$ cat src/shared/hid_i2c_cfg.svh
// Offsets, field positions, reset values and timing of the HID I2C bridge
`ifndef HID_I2C_CFG_SVH
`define HID_I2C_CFG_SVH
`define CLK_HZ          10000000
`define BUS_FREE_MS     256
`define BYTE_MS         10
`define OUT_REPORT_LEN  37
`define IN_REPORT_LEN   36
`define OUT_REPORT_ID   8'h00
`define MAX_XFER        32
`define OFS_FLAGS       1
`define OFS_WCNT        2
`define OFS_RCNT        3
`define OFS_ADDR        4
`define OFS_DATA        5
`define IN_OFS_DATA     4
`define FLG_START       0
`define FLG_STOP        1
`define FLG_ACK_LAST    2
`define FEAT_REG_WRITE  8'h3c
`define FEAT_READ_PTR   8'h4b
`define FEAT_READBACK   8'h5a
`define REG_STATUS      16'h0340
`define REG_SCL_LOW     16'h0341
`define REG_SCL_HIGH    16'h0342
`define SCL_LOW_RST     16'h0032
`define SCL_HIGH_RST    16'h0032
`endif

$ cat src/shared/hid_i2c_pkg.sv
// Types shared by the HID I2C bridge
package hid_i2c_pkg;
  typedef enum logic [3:0] {
    S_RECV    = 4'h0,
    S_CHECK   = 4'h1,
    S_BUSWAIT = 4'h2,
    S_START   = 4'h3,
    S_NEXT    = 4'h4,
    S_BIT_LO  = 4'h5,
    S_BIT_HI  = 4'h6,
    S_RS_LO   = 4'h7,
    S_RS_HI   = 4'h8,
    S_SP_LO   = 4'h9,
    S_SP_HI   = 4'ha,
    S_SP_END  = 4'hb,
    S_RESP    = 4'hc
  } xfer_state_t;
endpackage

$ cat src/hw/hid_report_i2c_master_transfer.sv
// HID output report to I2C master transfer bridge with status report
`timescale 1ns/1ps
`include "hid_i2c_cfg.svh"

module hid_report_i2c_master_transfer
  import hid_i2c_pkg::*;
#(
  parameter int BUS_FREE_CYC =
    int'(64'(`BUS_FREE_MS) * 64'(`CLK_HZ) / 64'd1000),
  parameter int BYTE_CYC = int'(64'(`BYTE_MS) * 64'(`CLK_HZ) / 64'd1000)
) (
  input  wire logic        sys_clk,
  input  wire logic        resetn,
  input  wire logic        out_valid,
  input  wire logic [7:0]  out_data,
  input  wire logic        out_last,
  output logic             out_ready,
  output logic             in_valid,
  output logic [7:0]       in_data,
  output logic             in_last,
  input  wire logic        in_ready,
  input  wire logic        feat_valid,
  input  wire logic [7:0]  feat_id,
  input  wire logic [15:0] feat_addr,
  input  wire logic [15:0] feat_wdata,
  output logic [15:0]      feat_rdata,
  output logic             feat_rvalid,
  input  wire logic        scl_in,
  output logic             scl_out,
  output logic             scl_oe,
  input  wire logic        sda_in,
  output logic             sda_out,
  output logic             sda_oe
);

  xfer_state_t st_q;
  logic        scl_m_q, scl_s_q, sda_m_q, sda_s_q;
  logic        low_q;
  logic [15:0] scl_low_q, scl_high_q, rd_ptr_q, feat_rdata_q;
  logic        feat_rvalid_q;
  logic        out_ready_q, len_ok_q;
  logic [5:0]  rx_idx_q, resp_idx_q;
  logic [7:0]  id_q, flags_q, wcnt_q, rcnt_q, addr_q;
  logic [7:0]  wbuf_q [`MAX_XFER];
  logic [7:0]  rbuf_q [`MAX_XFER];
  logic [5:0]  widx_q, ridx_q, wdone_q;
  logic        addr_pend_q, rd_phase_q, rd_byte_q, is_addr_q;
  logic [8:0]  tx_q;
  logic [7:0]  rx_sh_q;
  logic [3:0]  bit_q;
  logic [15:0] tmr_q;
  logic [31:0] wd_q;
  logic        rerr_q, nack_q, arb_q, tmo_q;
  logic        scl_oe_q, sda_oe_q;
  logic        in_valid_q, in_last_q, skid_v_q, skid_last_q;
  logic [7:0]  in_data_q, skid_q;
  logic        push, push_last, tmr_done, bad_req;
  logic [7:0]  resp_byte;

  // Two-stage synchronisers on the open-drain pins
  always_ff @(posedge sys_clk or negedge resetn) begin
    if (!resetn) begin
      scl_m_q <= 1'b1;
      scl_s_q <= 1'b1;
      sda_m_q <= 1'b1;
      sda_s_q <= 1'b1;
    end else begin
      scl_m_q <= scl_in;
      scl_s_q <= scl_m_q;
      sda_m_q <= sda_in;
      sda_s_q <= sda_m_q;
    end
  end

  // Pins only ever pull low
  always_ff @(posedge sys_clk or negedge resetn) begin
    if (!resetn) low_q <= 1'b0;
    else low_q <= 1'b0;
  end

  // Feature reports on the control side
  always_ff @(posedge sys_clk or negedge resetn) begin
    if (!resetn) begin
      scl_low_q     <= `SCL_LOW_RST;
      scl_high_q    <= `SCL_HIGH_RST;
      rd_ptr_q      <= 16'h0000;
      feat_rdata_q  <= 16'h0000;
      feat_rvalid_q <= 1'b0;
    end else begin
      feat_rvalid_q <= 1'b0;
      if (feat_valid) begin
        case (feat_id)
          `FEAT_REG_WRITE: begin
            if (feat_addr == `REG_SCL_LOW) scl_low_q <= feat_wdata;
            if (feat_addr == `REG_SCL_HIGH) scl_high_q <= feat_wdata;
          end
          `FEAT_READ_PTR: rd_ptr_q <= feat_addr;
          `FEAT_READBACK: begin
            feat_rvalid_q <= 1'b1;
            case (rd_ptr_q)
              `REG_SCL_LOW:  feat_rdata_q <= scl_low_q;
              `REG_SCL_HIGH: feat_rdata_q <= scl_high_q;
              `REG_STATUS:   feat_rdata_q <= {11'h000, out_ready_q, st_q};
              default:       feat_rdata_q <= 16'h0000;
            endcase
          end
          default: ;
        endcase
      end
    end
  end

  // Answer report bytes, generated straight from transfer state
  always_comb begin
    resp_byte = 8'h00;
    case (resp_idx_q)
      6'd0: resp_byte = {flags_q[7:4], tmo_q, arb_q, nack_q, rerr_q};
      6'd1: resp_byte = {2'b00, wdone_q};
      6'd2: resp_byte = {2'b00, ridx_q};
      6'd3: resp_byte = 8'h00;
      default: begin
        if ((resp_idx_q - 6'(`IN_OFS_DATA)) < ridx_q)
          resp_byte = rbuf_q[5'(resp_idx_q - 6'(`IN_OFS_DATA))];
      end
    endcase
  end

  assign push      = (st_q == S_RESP) && !skid_v_q;
  assign push_last = resp_idx_q == 6'(`IN_REPORT_LEN - 1);
  assign tmr_done  = tmr_q <= 16'd1;
  assign bad_req   = !len_ok_q || id_q != `OUT_REPORT_ID ||
                     wcnt_q > 8'(`MAX_XFER) || rcnt_q > 8'(`MAX_XFER);

  // Output stage plus skid entry, so a stalled receiver loses nothing
  always_ff @(posedge sys_clk or negedge resetn) begin
    if (!resetn) begin
      in_valid_q  <= 1'b0;
      in_data_q   <= 8'h00;
      in_last_q   <= 1'b0;
      skid_v_q    <= 1'b0;
      skid_q      <= 8'h00;
      skid_last_q <= 1'b0;
    end else if (!in_valid_q || in_ready) begin
      if (skid_v_q) begin
        in_valid_q <= 1'b1;
        in_data_q  <= skid_q;
        in_last_q  <= skid_last_q;
        skid_v_q   <= 1'b0;
      end else begin
        in_valid_q <= push;
        in_data_q  <= resp_byte;
        in_last_q  <= push_last;
      end
    end else if (push) begin
      skid_v_q    <= 1'b1;
      skid_q      <= resp_byte;
      skid_last_q <= push_last;
    end
  end

  // Request intake, I2C sequencing and answer emission
  always_ff @(posedge sys_clk or negedge resetn) begin
    if (!resetn) begin
      st_q        <= S_RECV;
      out_ready_q <= 1'b1;
      len_ok_q    <= 1'b0;
      rx_idx_q    <= 6'd0;
      resp_idx_q  <= 6'd0;
      id_q        <= 8'h00;
      flags_q     <= 8'h00;
      wcnt_q      <= 8'h00;
      rcnt_q      <= 8'h00;
      addr_q      <= 8'h00;
      widx_q      <= 6'd0;
      ridx_q      <= 6'd0;
      wdone_q     <= 6'd0;
      addr_pend_q <= 1'b0;
      rd_phase_q  <= 1'b0;
      rd_byte_q   <= 1'b0;
      is_addr_q   <= 1'b0;
      tx_q        <= 9'h1ff;
      rx_sh_q     <= 8'h00;
      bit_q       <= 4'd0;
      tmr_q       <= 16'h0000;
      wd_q        <= 32'd0;
      rerr_q      <= 1'b0;
      nack_q      <= 1'b0;
      arb_q       <= 1'b0;
      tmo_q       <= 1'b0;
      scl_oe_q    <= 1'b0;
      sda_oe_q    <= 1'b0;
    end else begin
      case (st_q)
        S_RECV: begin
          if (out_valid && out_ready_q) begin
            case (rx_idx_q)
              6'd0:               id_q    <= out_data;
              6'(`OFS_FLAGS):     flags_q <= out_data;
              6'(`OFS_WCNT):      wcnt_q  <= out_data;
              6'(`OFS_RCNT):      rcnt_q  <= out_data;
              6'(`OFS_ADDR):      addr_q  <= out_data;
              default: begin
                if (rx_idx_q < 6'(`OUT_REPORT_LEN))
                  wbuf_q[5'(rx_idx_q - 6'(`OFS_DATA))] <= out_data;
              end
            endcase
            if (rx_idx_q != 6'h3f) rx_idx_q <= rx_idx_q + 6'd1;
            if (out_last) begin
              out_ready_q <= 1'b0;
              len_ok_q    <= rx_idx_q == 6'(`OUT_REPORT_LEN - 1);
              st_q        <= S_CHECK;
            end
          end
        end
        S_CHECK: begin
          rerr_q      <= bad_req;
          nack_q      <= 1'b0;
          arb_q       <= 1'b0;
          tmo_q       <= 1'b0;
          widx_q      <= 6'd0;
          ridx_q      <= 6'd0;
          wdone_q     <= 6'd0;
          wd_q        <= 32'd0;
          resp_idx_q  <= 6'd0;
          addr_pend_q <= flags_q[`FLG_START];
          rd_phase_q  <= wcnt_q == 8'h00 && rcnt_q != 8'h00;
          if (bad_req) st_q <= S_RESP;
          else if (flags_q[`FLG_START]) st_q <= S_BUSWAIT;
          else st_q <= S_NEXT;
        end
        S_BUSWAIT: begin
          wd_q <= wd_q + 32'd1;
          if (scl_s_q && sda_s_q) begin
            sda_oe_q <= 1'b1;
            tmr_q    <= scl_high_q;
            st_q     <= S_START;
          end else if (wd_q >= 32'(BUS_FREE_CYC)) begin
            tmo_q <= 1'b1;
            st_q  <= S_RESP;
          end
        end
        S_START: begin
          tmr_q <= tmr_q - 16'd1;
          if (tmr_done) begin
            scl_oe_q <= 1'b1;
            st_q     <= S_NEXT;
          end
        end
        S_NEXT: begin
          wd_q  <= 32'd0;
          bit_q <= 4'd0;
          tmr_q <= scl_low_q;
          if (addr_pend_q) begin
            addr_pend_q <= 1'b0;
            is_addr_q   <= 1'b1;
            rd_byte_q   <= 1'b0;
            tx_q        <= {addr_q[7:1], rd_phase_q, 1'b1};
            sda_oe_q    <= !addr_q[7];
            st_q        <= S_BIT_LO;
          end else if (!rd_phase_q && widx_q < 6'(wcnt_q)) begin
            is_addr_q <= 1'b0;
            rd_byte_q <= 1'b0;
            tx_q      <= {wbuf_q[5'(widx_q)], 1'b1};
            sda_oe_q  <= !wbuf_q[5'(widx_q)][7];
            widx_q    <= widx_q + 6'd1;
            st_q      <= S_BIT_LO;
          end else if (!rd_phase_q && rcnt_q != 8'h00) begin
            rd_phase_q  <= 1'b1;
            addr_pend_q <= 1'b1;
            sda_oe_q    <= 1'b0;
            st_q        <= S_RS_LO;
          end else if (rd_phase_q && ridx_q < 6'(rcnt_q)) begin
            is_addr_q <= 1'b0;
            rd_byte_q <= 1'b1;
            sda_oe_q  <= 1'b0;
            // Last byte NAKed unless the host extends the read
            tx_q <= {8'hff, ridx_q == 6'(rcnt_q - 8'd1) &&
                            !flags_q[`FLG_ACK_LAST]};
            st_q <= S_BIT_LO;
          end else if (flags_q[`FLG_STOP]) begin
            sda_oe_q <= 1'b1;
            st_q     <= S_SP_LO;
          end else begin
            st_q <= S_RESP;
          end
        end
        S_BIT_LO: begin
          wd_q  <= wd_q + 32'd1;
          tmr_q <= tmr_q - 16'd1;
          if (tmr_done) begin
            scl_oe_q <= 1'b0;
            tmr_q    <= scl_high_q;
            st_q     <= S_BIT_HI;
          end
        end
        S_BIT_HI: begin
          wd_q <= wd_q + 32'd1;
          if (wd_q >= 32'(BYTE_CYC)) begin
            tmo_q    <= 1'b1;
            scl_oe_q <= 1'b0;
            sda_oe_q <= 1'b0;
            st_q     <= S_RESP;
          end else if (scl_s_q) begin
            // Counts only while the slave is not stretching the clock
            tmr_q <= tmr_q - 16'd1;
            if (tmr_done) begin
              scl_oe_q <= 1'b1;
              tmr_q    <= scl_low_q;
              if (tx_q[8] && !sda_s_q && (rd_byte_q == (bit_q == 4'd8))) begin
                arb_q    <= 1'b1;
                scl_oe_q <= 1'b0;
                sda_oe_q <= 1'b0;
                st_q     <= S_RESP;
              end else if (bit_q == 4'd8 && !rd_byte_q && sda_s_q) begin
                nack_q   <= 1'b1;
                sda_oe_q <= 1'b1;
                st_q     <= S_SP_LO;
              end else if (bit_q == 4'd8) begin
                if (rd_byte_q) begin
                  rbuf_q[5'(ridx_q)] <= rx_sh_q;
                  ridx_q             <= ridx_q + 6'd1;
                end else if (!is_addr_q) begin
                  wdone_q <= wdone_q + 6'd1;
                end
                st_q <= S_NEXT;
              end else begin
                rx_sh_q  <= {rx_sh_q[6:0], sda_s_q};
                tx_q     <= {tx_q[7:0], 1'b1};
                sda_oe_q <= !tx_q[7];
                bit_q    <= bit_q + 4'd1;
                st_q     <= S_BIT_LO;
              end
            end
          end
        end
        S_RS_LO: begin
          tmr_q <= tmr_q - 16'd1;
          if (tmr_done) begin
            scl_oe_q <= 1'b0;
            tmr_q    <= scl_high_q;
            st_q     <= S_RS_HI;
          end
        end
        S_RS_HI: begin
          if (scl_s_q) begin
            tmr_q <= tmr_q - 16'd1;
            if (tmr_done) begin
              sda_oe_q <= 1'b1;
              tmr_q    <= scl_high_q;
              st_q     <= S_START;
            end
          end
        end
        S_SP_LO: begin
          tmr_q <= tmr_q - 16'd1;
          if (tmr_done) begin
            scl_oe_q <= 1'b0;
            tmr_q    <= scl_high_q;
            st_q     <= S_SP_HI;
          end
        end
        S_SP_HI: begin
          if (scl_s_q) begin
            tmr_q <= tmr_q - 16'd1;
            if (tmr_done) begin
              sda_oe_q <= 1'b0;
              tmr_q    <= scl_high_q;
              st_q     <= S_SP_END;
            end
          end
        end
        S_SP_END: begin
          tmr_q <= tmr_q - 16'd1;
          if (tmr_done) st_q <= S_RESP;
        end
        S_RESP: begin
          if (push) begin
            resp_idx_q <= resp_idx_q + 6'd1;
            if (push_last) begin
              rx_idx_q    <= 6'd0;
              out_ready_q <= 1'b1;
              st_q        <= S_RECV;
            end
          end
        end
        default: st_q <= S_RECV;
      endcase
    end
  end

  assign out_ready   = out_ready_q;
  assign in_valid    = in_valid_q;
  assign in_data     = in_data_q;
  assign in_last     = in_last_q;
  assign feat_rdata  = feat_rdata_q;
  assign feat_rvalid = feat_rvalid_q;
  assign scl_out     = low_q;
  assign sda_out     = low_q;
  assign scl_oe      = scl_oe_q;
  assign sda_oe      = sda_oe_q;

endmodule

$ cat config.mk
export PLATFORM = sky130hd
export DESIGN_NAME = hid_report_i2c_master_transfer
export DESIGN_NICKNAME = d
export VERILOG_FILES = /design/src/shared/hid_i2c_pkg.sv /design/src/hw/hid_report_i2c_master_transfer.sv
export VERILOG_INCLUDE_DIRS = /design/src /design/src/shared
export SDC_FILE = /design/constraint.sdc
export NUM_CORES = 1
export LEC_CHECK = 0
export BUFFER_PORTS_ARGS = -buffer_cell sky130_fd_sc_hd__buf_2
export CAP_MARGIN = 5
export CORE_MARGIN = 3
export CORE_UTILIZATION = 35
export CTS_CLUSTER_SIZE = 25
export DETAILED_ROUTE_END_ITERATION = 8
export PLACE_DENSITY_LB_ADDON = 0.12
export SYNTH_ARGS = -nofsm -noshare
export SYNTH_HDL_FRONTEND = slang
export SYNTH_SLANG_ARGS = --single-unit
$ cat constraint.sdc
create_clock -name sys_clk -period 5.25 [get_ports sys_clk]
set_clock_uncertainty 0.2 [all_clocks]
set_input_delay 0.525 -clock sys_clk [delete_from_list [all_inputs] [get_ports sys_clk]]
set_output_delay 0.525 -clock sys_clk [all_outputs]
set_load 0.01 [all_outputs]
==> impl_metrics.py, run 1 <==
metrics = {
    "floorplan": {
        "coreArea_sq_um": 92400,
        "rows": 111,
        "dieArea_sq_um": 97600,
        "die_width_um": 312,
        "start_util_pct": 35.6,
        "die_h_um": 312,
        "ios": 88,
    },
    "sta": {
        "fin_crit_sh_pct": 79.8,
        "hold-worst-slack_ns": 0.0714,
        "fmax_mhz": 239,
        "setup_viol": 0,
        "tns_ns": 0,
        "hold_viol": 0,
        "worstMarginPinSlew_ns": 1.04,
        "rsz0062_at_grt": "no",
        "maxSlewViolCount": 0,
        "max_slew_margin_pct": 30.3,
        "period_needed_ns": 4.19,
    },
    "global_routing": {
        "grt_pass1_vias": 20500,
        "grt-ovfl-total": 0,
        "grt_pass1_wl_um": 134000,
        "antenna_found_initial": 1,
        "grt_usage_pct": 18.1,
        "grt_start_max_net_pins": 79,
    },
    "final_layout": {
        "fin_area_sq_um": 37800,
        "seqCellArea_sq_um": 21500,
        "layout-drive-gt1-share_pct": 22.5,
        "fin_cells": 3657,
        "fillCellCount": 8417,
        "multi_input_area_sq_um": 10700,
        "nNetsFinal": 2446,
        "area_delta_synth_final_pct": 15.1,
        "final_core_util_pct": 40.9,
    },
    "setup_path": {
        "cp-start-kind": "register",
        "path_class": "register to register",
        "rr_worst_depth": 8,
        "crit_arrival_ns": 4.27,
        "cp-end-kind": "register",
        "crit_required_ns": 5.33,
        "worstPathMaxFanout": 18,
    },
    "cts": {
        "clock_latency_ns": 0.64,
        "clock_path_buffers": 3,
        "path_clk_slew_ns": 0.06,
        "cts_sinks": 754,
        "cts_buffers": 83,
        "cts-root-buf": "clkbuf_16",
        "htree_levels": 3,
        "cts_tree": "built",
        "cts_resized": 0,
    },
    "routing": {
        "drc": 0,
        "vias_per_cell": 5.39,
        "first_pass_iters": 5,
        "drt_iter0_drc": 1611,
        "vias": 19700,
        "drt-total-wl_um": 88500,
        "ant_nets": 0,
        "routedWlPerCell_um": 24.2,
    },
    "logic_synthesis": {
        "synth_area_leaders": "edfxtp_1, dfrtp_1, mux4_2",
        "yosysWarnings": 0,
        "synthesis.area_sq_um": 32900,
        "yosysMostFrequentCell": "edfxtp_1",
        "avgSynthCellArea_sq_um": 14.8,
        "async_flop_share_pct": 32.1,
        "synth-edff-count": 512,
        "ys_ff_latch": 754,
        "ys_seq_area_share_pct": 65.3,
        "yosysTopAreaCell": "edfxtp_1",
        "synth-main-ff-cell": "edfxtp_1",
        "syn_inst": 2220,
        "synth_common_cells": "edfxtp_1, dfrtp_1, nand2_1, nor2_1, o21ai_0",
        "synth_top_cell_area_share_pct": 46.8,
        "ys_types": 91,
    },
    "pwr": {
        "p_leak_uw": 0.0137,
        "p_per_area_nw_per_um2": 433,
        "ir_drop_mv": 0.202,
    },
    "flow_run": {
        "maxCapViolations": 0,
    },
    "hold_path": {
        "whs_path_depth": 3,
        "min_path_type": "input pin to register",
    },
    "placed_design": {
        "dpl_cell_area_sq_um": 34600,
        "dp.cells": 3472,
        "io_buffers": 85,
        "hpwlAfterDp_um": 57800,
        "routabilityCongestion": 0.865,
    },
    "run_status": {
        "outcome": "complete, no violations",
    },
}
layout make-up:
cell class	count	area share, %
clock buffers	96	5.67
diodes	1	0.00662
inverters	59	0.586
well taps	1243	4.11
flip-flops and latches	754	56.8
multi-input cells	1305	28.4
clock inverters	54	1.88
repair buffers	145	2.60
critical path, cell delays in order, from the launching register on:
cell	delay [ns]
dfrtp_1	0.74
inv_2	0.23
nor2_2	0.33
nand2_1	0.08
buf_4	0.21
nor3_2	0.39
and4_1	0.43
nand2_1	0.49
nor2_1	0.71
timing repair:
action                                  CTS  global route
endpoints found under the setup margin    0             0
hold buffers                             34             0
hold endpoints to repair                 90             0
setup buffers                             0             0
flip-flops by register name, indices dropped and copies added (netlist names), 6 cells and up:
signal      count
rbuf_q        256
wbuf_q        256
wd_q           32
feat_rdata     16
rd_ptr_q       16
scl_high_q     16
scl_low_q      16
tmr_q          16
tx_q            9
id_q            8
in_data         8
rcnt_q          8
rx_sh_q         8
skid_q          8
wcnt_q          8
addr_q          7
flags_q         7
resp_idx_q      6
ridx_q          6
rx_idx_q        6
wdone_q         6
widx_q          6
path summary, 6_finish.rpt:
| kind | to | start | slack [ns] |
|---|---|---|---|
| worst min-delay path | rd_ptr_q[0] | feat_addr[0] | 0.07 |
| worst max register to register | rbuf_q[26][7] | st_q[2] | 1.06 |
| max in group asynchronous | scl_high_q[7] | resetn | 2.43 |
| worst min register to register | sda_s_q | sda_m_q | 0.16 |
| worst max-delay path | rbuf_q[26][7] | st_q[2] | 1.06 |
| min in group asynchronous | id_q[5] | resetn | 0.20 |
metal layers:
layer	vias to the layer above	global-route usage (%)	wire, um
met5	-	0	13
met4	2	4.73	1960
met3	130	2.91	4190
met2	484	29.7	42500
met1	10200	25.2	39900
li1	8846	-	-
cell families (layout without fill, tap and decap cells):
| family | count (synthesis) | in the layout | share of synthesized area, % |
|---|---|---|---|
| flops | 754 | 754 | 65.3 |
| simple gates | 549 | 549 | 8.24 |
| compound gates | 364 | 364 | 7.14 |
| mux | 322 | 322 | 14.9 |
| buf+inv | 162 | 354 | 2.14 |
| fa+ha+maj | 42 | 42 | 1.60 |
| xor+xnor | 26 | 26 | 0.693 |
| other cells | 1 | 3 | 0.0114 |
cell usage in the layout (no fill, tap or decap), types with 15 or more instances in the layout:
cell           netlist  final
nor2_1             161    161
o21ai_0            130    130
dfrtp_1            222    210
buf_2               21     84
nand2_1            161    161
mux2_2             116    116
ha_1                42     42
nand3_1             50     50
dfstp_2             20     20
nor3_1              25     23
buf_4               10     25
inv_1               56     56
mux2i_1             85     85
a22oi_1             23     23
dlygate4sd3_1        0     34
o211ai_1            17     17
clkbuf_16            0     83
clkinv_2             0     15
mux4_2             121    121
nor4_1              18     18
a21oi_1             61     61
edfxtp_1           512    512
power by group:
group | internal, uW | switching [uW] | total [uW]
clock network | 3650 | 2470 | 6120
registers | 6640 | 413 | 7050
logic | 1240 | 1950 | 3190
through the flow:
step,setup slack [ns],power [uW]
after floorplan,1.47,9350
after global placement,1.32,10300
after detailed placement,1.15,10400
after CTS,1.15,16500
after global routing,0.821,17200
final,1.06,16400
Note: power is estimated with default switching activity, not from simulation.
==> run 2: changes to the inputs <==
--- a/config.mk
+++ b/config.mk
@@ -6,6 +6,7 @@
 export SDC_FILE = /design/constraint.sdc
 export NUM_CORES = 1
 export LEC_CHECK = 0
+export ABC_AREA = 1
 export BUFFER_PORTS_ARGS = -buffer_cell sky130_fd_sc_hd__buf_2
 export CAP_MARGIN = 5
 export CORE_MARGIN = 3
==> constraint.sdc (replaced) <==
create_clock -name sys_clk -period 4.15 [get_ports sys_clk]
set_clock_uncertainty 0.2 [all_clocks]
set_input_delay 0.415 -clock sys_clk [delete_from_list [all_inputs] [get_ports sys_clk]]
set_output_delay 0.415 -clock sys_clk [all_outputs]
set_load 0.01 [all_outputs]
==> impl_metrics.py, run 2 <==
metrics = {
    "logic_synthesis": {
        "yosysTopAreaCell": "edfxtp_1",
        "synth_top_family_by_area": "simple AND/OR/NAND/NOR gates",
        "syn_inst": 3433,
        "ys_seq_area_share_pct": 63.3,
        "avgSynthCellArea_sq_um": 9.87,
        "synth_top_cell_area_share_pct": 45.4,
        "synthesis.area_sq_um": 33900,
        "ys_types": 58,
        "async_flop_share_pct": 32.1,
        "synth-edff-count": 512,
        "synth-main-ff-cell": "edfxtp_1",
        "ys_ff_latch": 754,
        "synth-simple-area-share_pct": 20.9,
        "yosys.area_share.adder_pct": 1.55,
        "yosysWarnings": 0,
        "synth_compound_area_share_pct": 8.71,
        "synth_area_leaders": "edfxtp_1, dfrtp_1, nand2_1",
        "yosysMostFrequentCell": "nand2_1",
        "synth.mux.area_fraction_pct": 0.181,
        "synth_common_cells": "nand2_1, edfxtp_1, nor2_1, nand3_1, o21ai_0",
        "synth_xor_area_share_pct": 0.827,
    },
    "floorplan": {
        "coreArea_sq_um": 95400,
        "rows": 113,
        "ios": 88,
        "start_util_pct": 35.5,
        "die_h_um": 317,
        "die_width_um": 317,
        "dieArea_sq_um": 101000,
    },
    "sta": {
        "hold_viol": 0,
        "worstMarginPinSlew_ns": 0.980,
        "maxSlewViolCount": 0,
        "fin_crit_sh_pct": 82.1,
        "max_slew_margin_pct": 34.1,
        "tns_ns": 0,
        "setup_viol": 0,
        "rsz0062_at_grt": "no",
        "period_needed_ns": 3.41,
        "fmax_mhz": 293,
    },
    "cts": {
        "htree_levels": 3,
        "cts_sinks": 754,
        "path_clk_slew_ns": 0.06,
        "cts-root-buf": "clkbuf_16",
        "cts_tree": "built",
        "cts_buffers": 85,
        "clock_path_buffers": 3,
        "clock_latency_ns": 0.67,
        "cts_resized": 0,
    },
    "final_layout": {
        "mostFrequentLayoutCell": "nand2_1",
        "fin_area_sq_um": 39200,
        "mostFrequentLayoutCells": "nand2_1, edfxtp_1, nor2_1",
        "area_delta_synth_final_pct": 15.7,
        "nNetsFinal": 3676,
        "fillCellCount": 9433,
        "antenna_cells": 0,
        "layout-drive-gt1-share_pct": 10.5,
        "top_regs": "rbuf_q (256), wbuf_q (256), wd_q (32)",
    },
    "pwr": {
        "p_leak_uw": 0.0159,
        "pwr-share-comb_pct": 1.4,
        "p_int_uw": 12400,
        "p_per_area_nw_per_um2": 402,
        "ir_drop_mv": 0.261,
        "switching_power_uw": 3330,
        "p_seq_share_pct": 50.9,
        "power_frac_clock_pct": 47.6,
        "p_sw_share_pct": 21.1,
    },
    "setup_path": {
        "critPathSlowestCell": "nand2_1",
        "rr_worst_depth": 13,
        "crit_path_frequent_cell": "nor2_1",
        "slowest_delay_ns": 0.50,
        "cp-start-kind": "register",
        "path_class": "register to register",
        "worstPathMaxFanout": 8,
        "rrSetupSlack_ns": 0.74,
        "crit_required_ns": 4.29,
        "worstSetupEndpoint": "rbuf_q[16][5]",
        "worstReg2RegStart": "bit_q[0]",
        "cp_cell_sequence": "inv_1, ha_1, nand2_1, nor2_1, ha_1, nand2_1, nor2_1, inv_1, nand4_1, nor2_1, nand2_1, nor2_1, buf_4",
        "crit_arrival_ns": 3.55,
        "startpoint": "bit_q[0]",
        "cp-end-kind": "register",
        "r2r_end": "rbuf_q[16][5]",
    },
    "routing": {
        "drt-total-wl_um": 97400,
        "routedWlPerCell_um": 19.8,
        "drc": 0,
        "ant_nets": 0,
        "drt_iter0_drc": 2245,
        "vias_per_cell": 5.05,
        "first_pass_iters": 6,
        "vias": 24800,
    },
    "flow_run": {
        "maxCapViolations": 0,
    },
    "placed_design": {
        "dpl_cell_area_sq_um": 36000,
        "hpwlAfterDp_um": 62400,
        "routabilityCongestion": 0.854,
        "io_buffers": 85,
    },
    "global_routing": {
        "grt_start_max_net_pins": 136,
        "grt_usage_pct": 19.4,
        "grt_pass1_vias": 24500,
        "grt_pass1_wl_um": 149000,
        "antenna_found_initial": 0,
        "grt-ovfl-total": 0,
    },
    "run_status": {
        "outcome": "complete, no violations",
    },
    "hold_path": {
        "min_path_type": "input pin to register",
    },
}
## run 2: cell count changes after synthesis, sizes merged, moves of 17 or more
cell | before | now
nand2 | 161 | 793
nand3 | 52 | 353
nor2 | 163 | 449
inv | 59 | 232
o21ai | 134 | 301
mux4 | 121 | 0
mux2 | 116 | 1
mux2i | 85 | 5
o211ai | 17 | 58
clkbuf | 68 | 102
a22oi | 23 | 1
o22ai | 13 | 35
a21oi | 62 | 80
nand4 | 13 | 30
## run 2: area by class of cell
type / count / area [sq um] / area share [%]
inverter: 240 / 905 / 2.31
tap: 1265 / 1580 / 4.04
multi-input combinational: 2288 / 10900 / 27.8
clock buffer: 112 / 2330 / 5.95
timing repair buffer: 209 / 1550 / 3.97
clock inverter: 43 / 439 / 1.12
sequential: 754 / 21500 / 54.8
## run 2: kinds of logic (layout without fill, tap and decap cells)
family	count (synthesis)	in the layout
DFF	754	754
adders and majority gates	42	42
muxes	6	6
xor gates and xnor gates	32	32
buffers and inverters	392	604
other	1	2
AOI/OAI and AO/OA	521	521
and+or+nand+nor	1685	1685
## run 2: per-stage QoR
step | instances | util [%] | setup WS (ns) | total power [uW] | hold slack (ns)
2_1_floorplan | 3434 | - | 0.727 | 8210 | -0.0806
3_3_place_gp | 4715 | 37.7 | 0.864 | 8380 | 0.106
3_5_place_dp | 4715 | 37.7 | 0.788 | 8380 | 0.0990
4_1_cts | 4911 | 41.1 | 0.740 | 16000 | 0.00815
5_1_grt | 4911 | 41.1 | 0.476 | 16300 | 0.0542
6_report | 4911 | 41.1 | 0.743 | 15800 | 0.0594
## run 2: timing repair
item | 4_1_cts | 5_1_grt
hold buffers | 41 | 0
endpoints found under the hold margin | 174 | 0
setup buffers | 0 | 0
## run 2: worst min path at each step
stage,start,end,slack (ns),cells after the start
3_5_place_dp,resetn,in_data[2],0.1,1
4_1_cts,feat_id[4],feat_rvalid,0.008,4
2_1_floorplan,resetn,addr_pend_q,-0.08,0
5_1_grt,feat_id[4],feat_rvalid,0.05,4
6_report,feat_id[4],feat_rvalid,0.06,4
3_3_place_gp,resetn,in_data[2],0.11,1
## run 2: critical path: cells and delay by family, from the launching register on
| family | cells | cell delay [ns] |
|---|---|---|
| and+or+nand+nor | 8 | 1.61 |
| DFF | 1 | 0.39 |
| buffers and inverters | 3 | 0.44 |
| adders and majority gates | 2 | 0.44 |
## run 2: per-layer routing
layer | vias to the layer above | GRT usage, % | part of all wire, %
met5 | - | 0 | 0
met4 | 0 | 5.37 | 2.1
met3 | 135 | 2.72 | 4.9
met2 | 595 | 30.9 | 46
met1 | 12000 | 27.6 | 47
li1 | 12000 | - | -
## run 2: power groups by stage
stage                     Clock, uW  Sequential [uW]  Combinational, uW
after global placement            0             8180                204
after CTS                      7700             8030                236
after global routing           8010             8030                257
after floorplan                   0             8180               36.7
after detailed placement          0             8180                203
final                          7510             8030                229
==> run 3: changes to the inputs <==
==> constraint.sdc (replaced) <==
create_clock -name sys_clk -period 3.3 [get_ports sys_clk]
set_clock_uncertainty 0.2 [all_clocks]
set_input_delay 0.33 -clock sys_clk [delete_from_list [all_inputs] [get_ports sys_clk]]
set_output_delay 0.33 -clock sys_clk [all_outputs]
set_load 0.01 [all_outputs]
==> impl_metrics.py, run 3 (synthesis gave the netlist of run 2 again) <==
metrics = {
    "setup_path": {
        "r2r_end": "rbuf_q[20][4]",
        "cp-start-kind": "register",
        "worstPathMaxFanout": 7,
        "worstReg2RegStart": "bit_q[0]",
        "cp_num_buf_inv": 4,
        "crit_required_ns": 3.46,
        "cp_cell_sequence": "inv_1, ha_1, nand2_1, nor2_2, ha_1, nand2_1, nor2_1, inv_1, nand4_1, nor2_4, nand2_2, buf_4, nor2_1, buf_4",
        "critPathSlowestCell": "dfrtp_1",
        "rrSetupSlack_ns": 0.30,
        "path_class": "register to register",
        "cp-end-kind": "register",
        "slowest_delay_ns": 0.40,
        "crit_family": "simple AND/OR/NAND/NOR gates",
        "rr_worst_depth": 14,
        "crit_arrival_ns": 3.16,
    },
    "final_layout": {
        "fin_cells": 4982,
        "mostFrequentLayoutCells": "nand2_1, edfxtp_1, nor2_1",
        "top_regs": "rbuf_q (256), wbuf_q (256), wd_q (32)",
        "mostFrequentLayoutCell": "nand2_1",
        "fin_area_sq_um": 39700,
        "final_core_util_pct": 41.6,
        "area_delta_synth_final_pct": 17.2,
        "layout-drive-gt1-share_pct": 11.7,
        "nNetsFinal": 3747,
    },
    "global_routing": {
        "grt_pass1_vias": 24800,
        "use_met3_pct": 2.81,
        "grt.met1_usage_pct": 28.2,
        "grtUsageMet2_pct": 32.0,
        "antenna_found_initial": 1,
        "grt_usage_pct": 19.8,
        "grt-ovfl-total": 0,
        "top_usage_layer": "met2",
        "grt_pass1_wl_um": 152000,
        "grt_start_max_net_pins": 169,
    },
    "floorplan": {
        "start_util_pct": 35.5,
        "die_width_um": 317,
        "coreArea_sq_um": 95400,
        "dieArea_sq_um": 101000,
        "ios": 88,
        "die_h_um": 317,
        "rows": 113,
    },
    "cts": {
        "clock_path_buffers": 3,
        "cts-root-buf": "clkbuf_16",
        "cts_sinks": 754,
        "cts_setup_buffers": 0,
        "cts_buffers": 86,
        "cts_tree": "built",
        "path_clk_slew_ns": 0.06,
        "clock_latency_ns": 0.67,
        "htree_levels": 3,
    },
    "flow_run": {
        "maxCapViolations": 0,
    },
    "sta": {
        "fin_crit_sh_pct": 91.0,
        "worstMarginPinSlew_ns": 1.23,
        "tns_ns": 0,
        "maxSlewViolCount": 0,
        "setup_viol": 0,
        "rsz0062_at_grt": "no",
        "fmax_mhz": 333,
        "period_needed_ns": 3.00,
        "hold_viol": 0,
        "max_slew_margin_pct": 17.9,
    },
    "routing": {
        "drt_iter0_drc": 2317,
        "first_pass_iters": 5,
        "ant_nets": 0,
        "vias": 25200,
        "routedWlPerCell_um": 20.0,
        "drc": 0,
        "vias_per_cell": 5.05,
        "drt-total-wl_um": 99700,
    },
    "hold_path": {
        "hp-start": "out_valid",
        "hold_end": "out_ready",
        "min_path_type": "input pin to register",
        "whs_path_depth": 6,
    },
    "pwr": {
        "power_uw": 19600,
        "ir_drop_mv": 0.310,
        "p_leak_uw": 0.0162,
        "p_per_area_nw_per_um2": 494,
    },
    "placed_design": {
        "dpl_cell_area_sq_um": 36500,
        "dp.cells": 4778,
        "hpwlAfterDp_um": 64800,
        "io_buffers": 85,
        "routabilityCongestion": 0.843,
    },
    "run_status": {
        "outcome": "complete, no violations",
    },
}
[run 3: how the worst max path moves through the flow]
stage,from,end,slack [ns],cells after the start
detailed placement,bit_q[0],rbuf_q[20][5],0.009,14
finish,bit_q[0],rbuf_q[20][4],0.30,14
global route,bit_q[0],rbuf_q[20][4],0.05,14
floorplan,resp_idx_q[2],in_data[5],0.05,16
CTS,bit_q[0],rbuf_q[20][4],0.13,14
global placement,bit_q[0],rbuf_q[20][7],0.04,14
[run 3: worst register-to-register path: cells and delay by family, from the launching register on]
family	cells	cell delay [ns]
simple gates	8	1.05
flops	1	0.40
buf+inv	4	0.63
fa+ha+maj	2	0.40
[run 3: layout make-up]
class | count | area (sq um)
repair buffers | 279 | 2120
clock inverters | 46 | 428
flip-flops and latches | 754 | 21500
well taps | 1265 | 1580
inverters | 240 | 905
clock buffers | 109 | 2280
multi-input cells | 2288 | 10900
diodes | 1 | 2.50
fillers | 9403 | 55700
[run 3: metrics by stage]
stage / hold slack [ns] / setup slack, ns
6_report: 0.0911 / 0.296
5_1_grt: 0.0924 / 0.0488
4_1_cts: 0.0318 / 0.128
3_5_place_dp: -0.0610 / 0.00851
3_3_place_gp: -0.0599 / 0.0418
2_1_floorplan: -0.166 / 0.0456
[run 3: timing repair]
action | in CTS | in global routing
resized for setup | 1 | 3
hold endpoints to repair | 348 | 0
pin swaps | 0 | 1
gates cloned | 0 | 0
hold buffers | 48 | 0
endpoints found under the setup margin | 7 | 115
[run 3: report_power, final]
part / total (uW) / internal [uW] / switching, uW
combinational: 305 / 94.6 / 211
clock: 9230 / 5220 / 4000
sequential: 10100 / 10100 / 10.9
[run 3: per-layer routing]
metal,vias to the layer above,part of all wire [%]
met5,-,0
met4,0,1.7
met3,121,4.4
met2,532,47
met1,12300,47
li1,12200,-
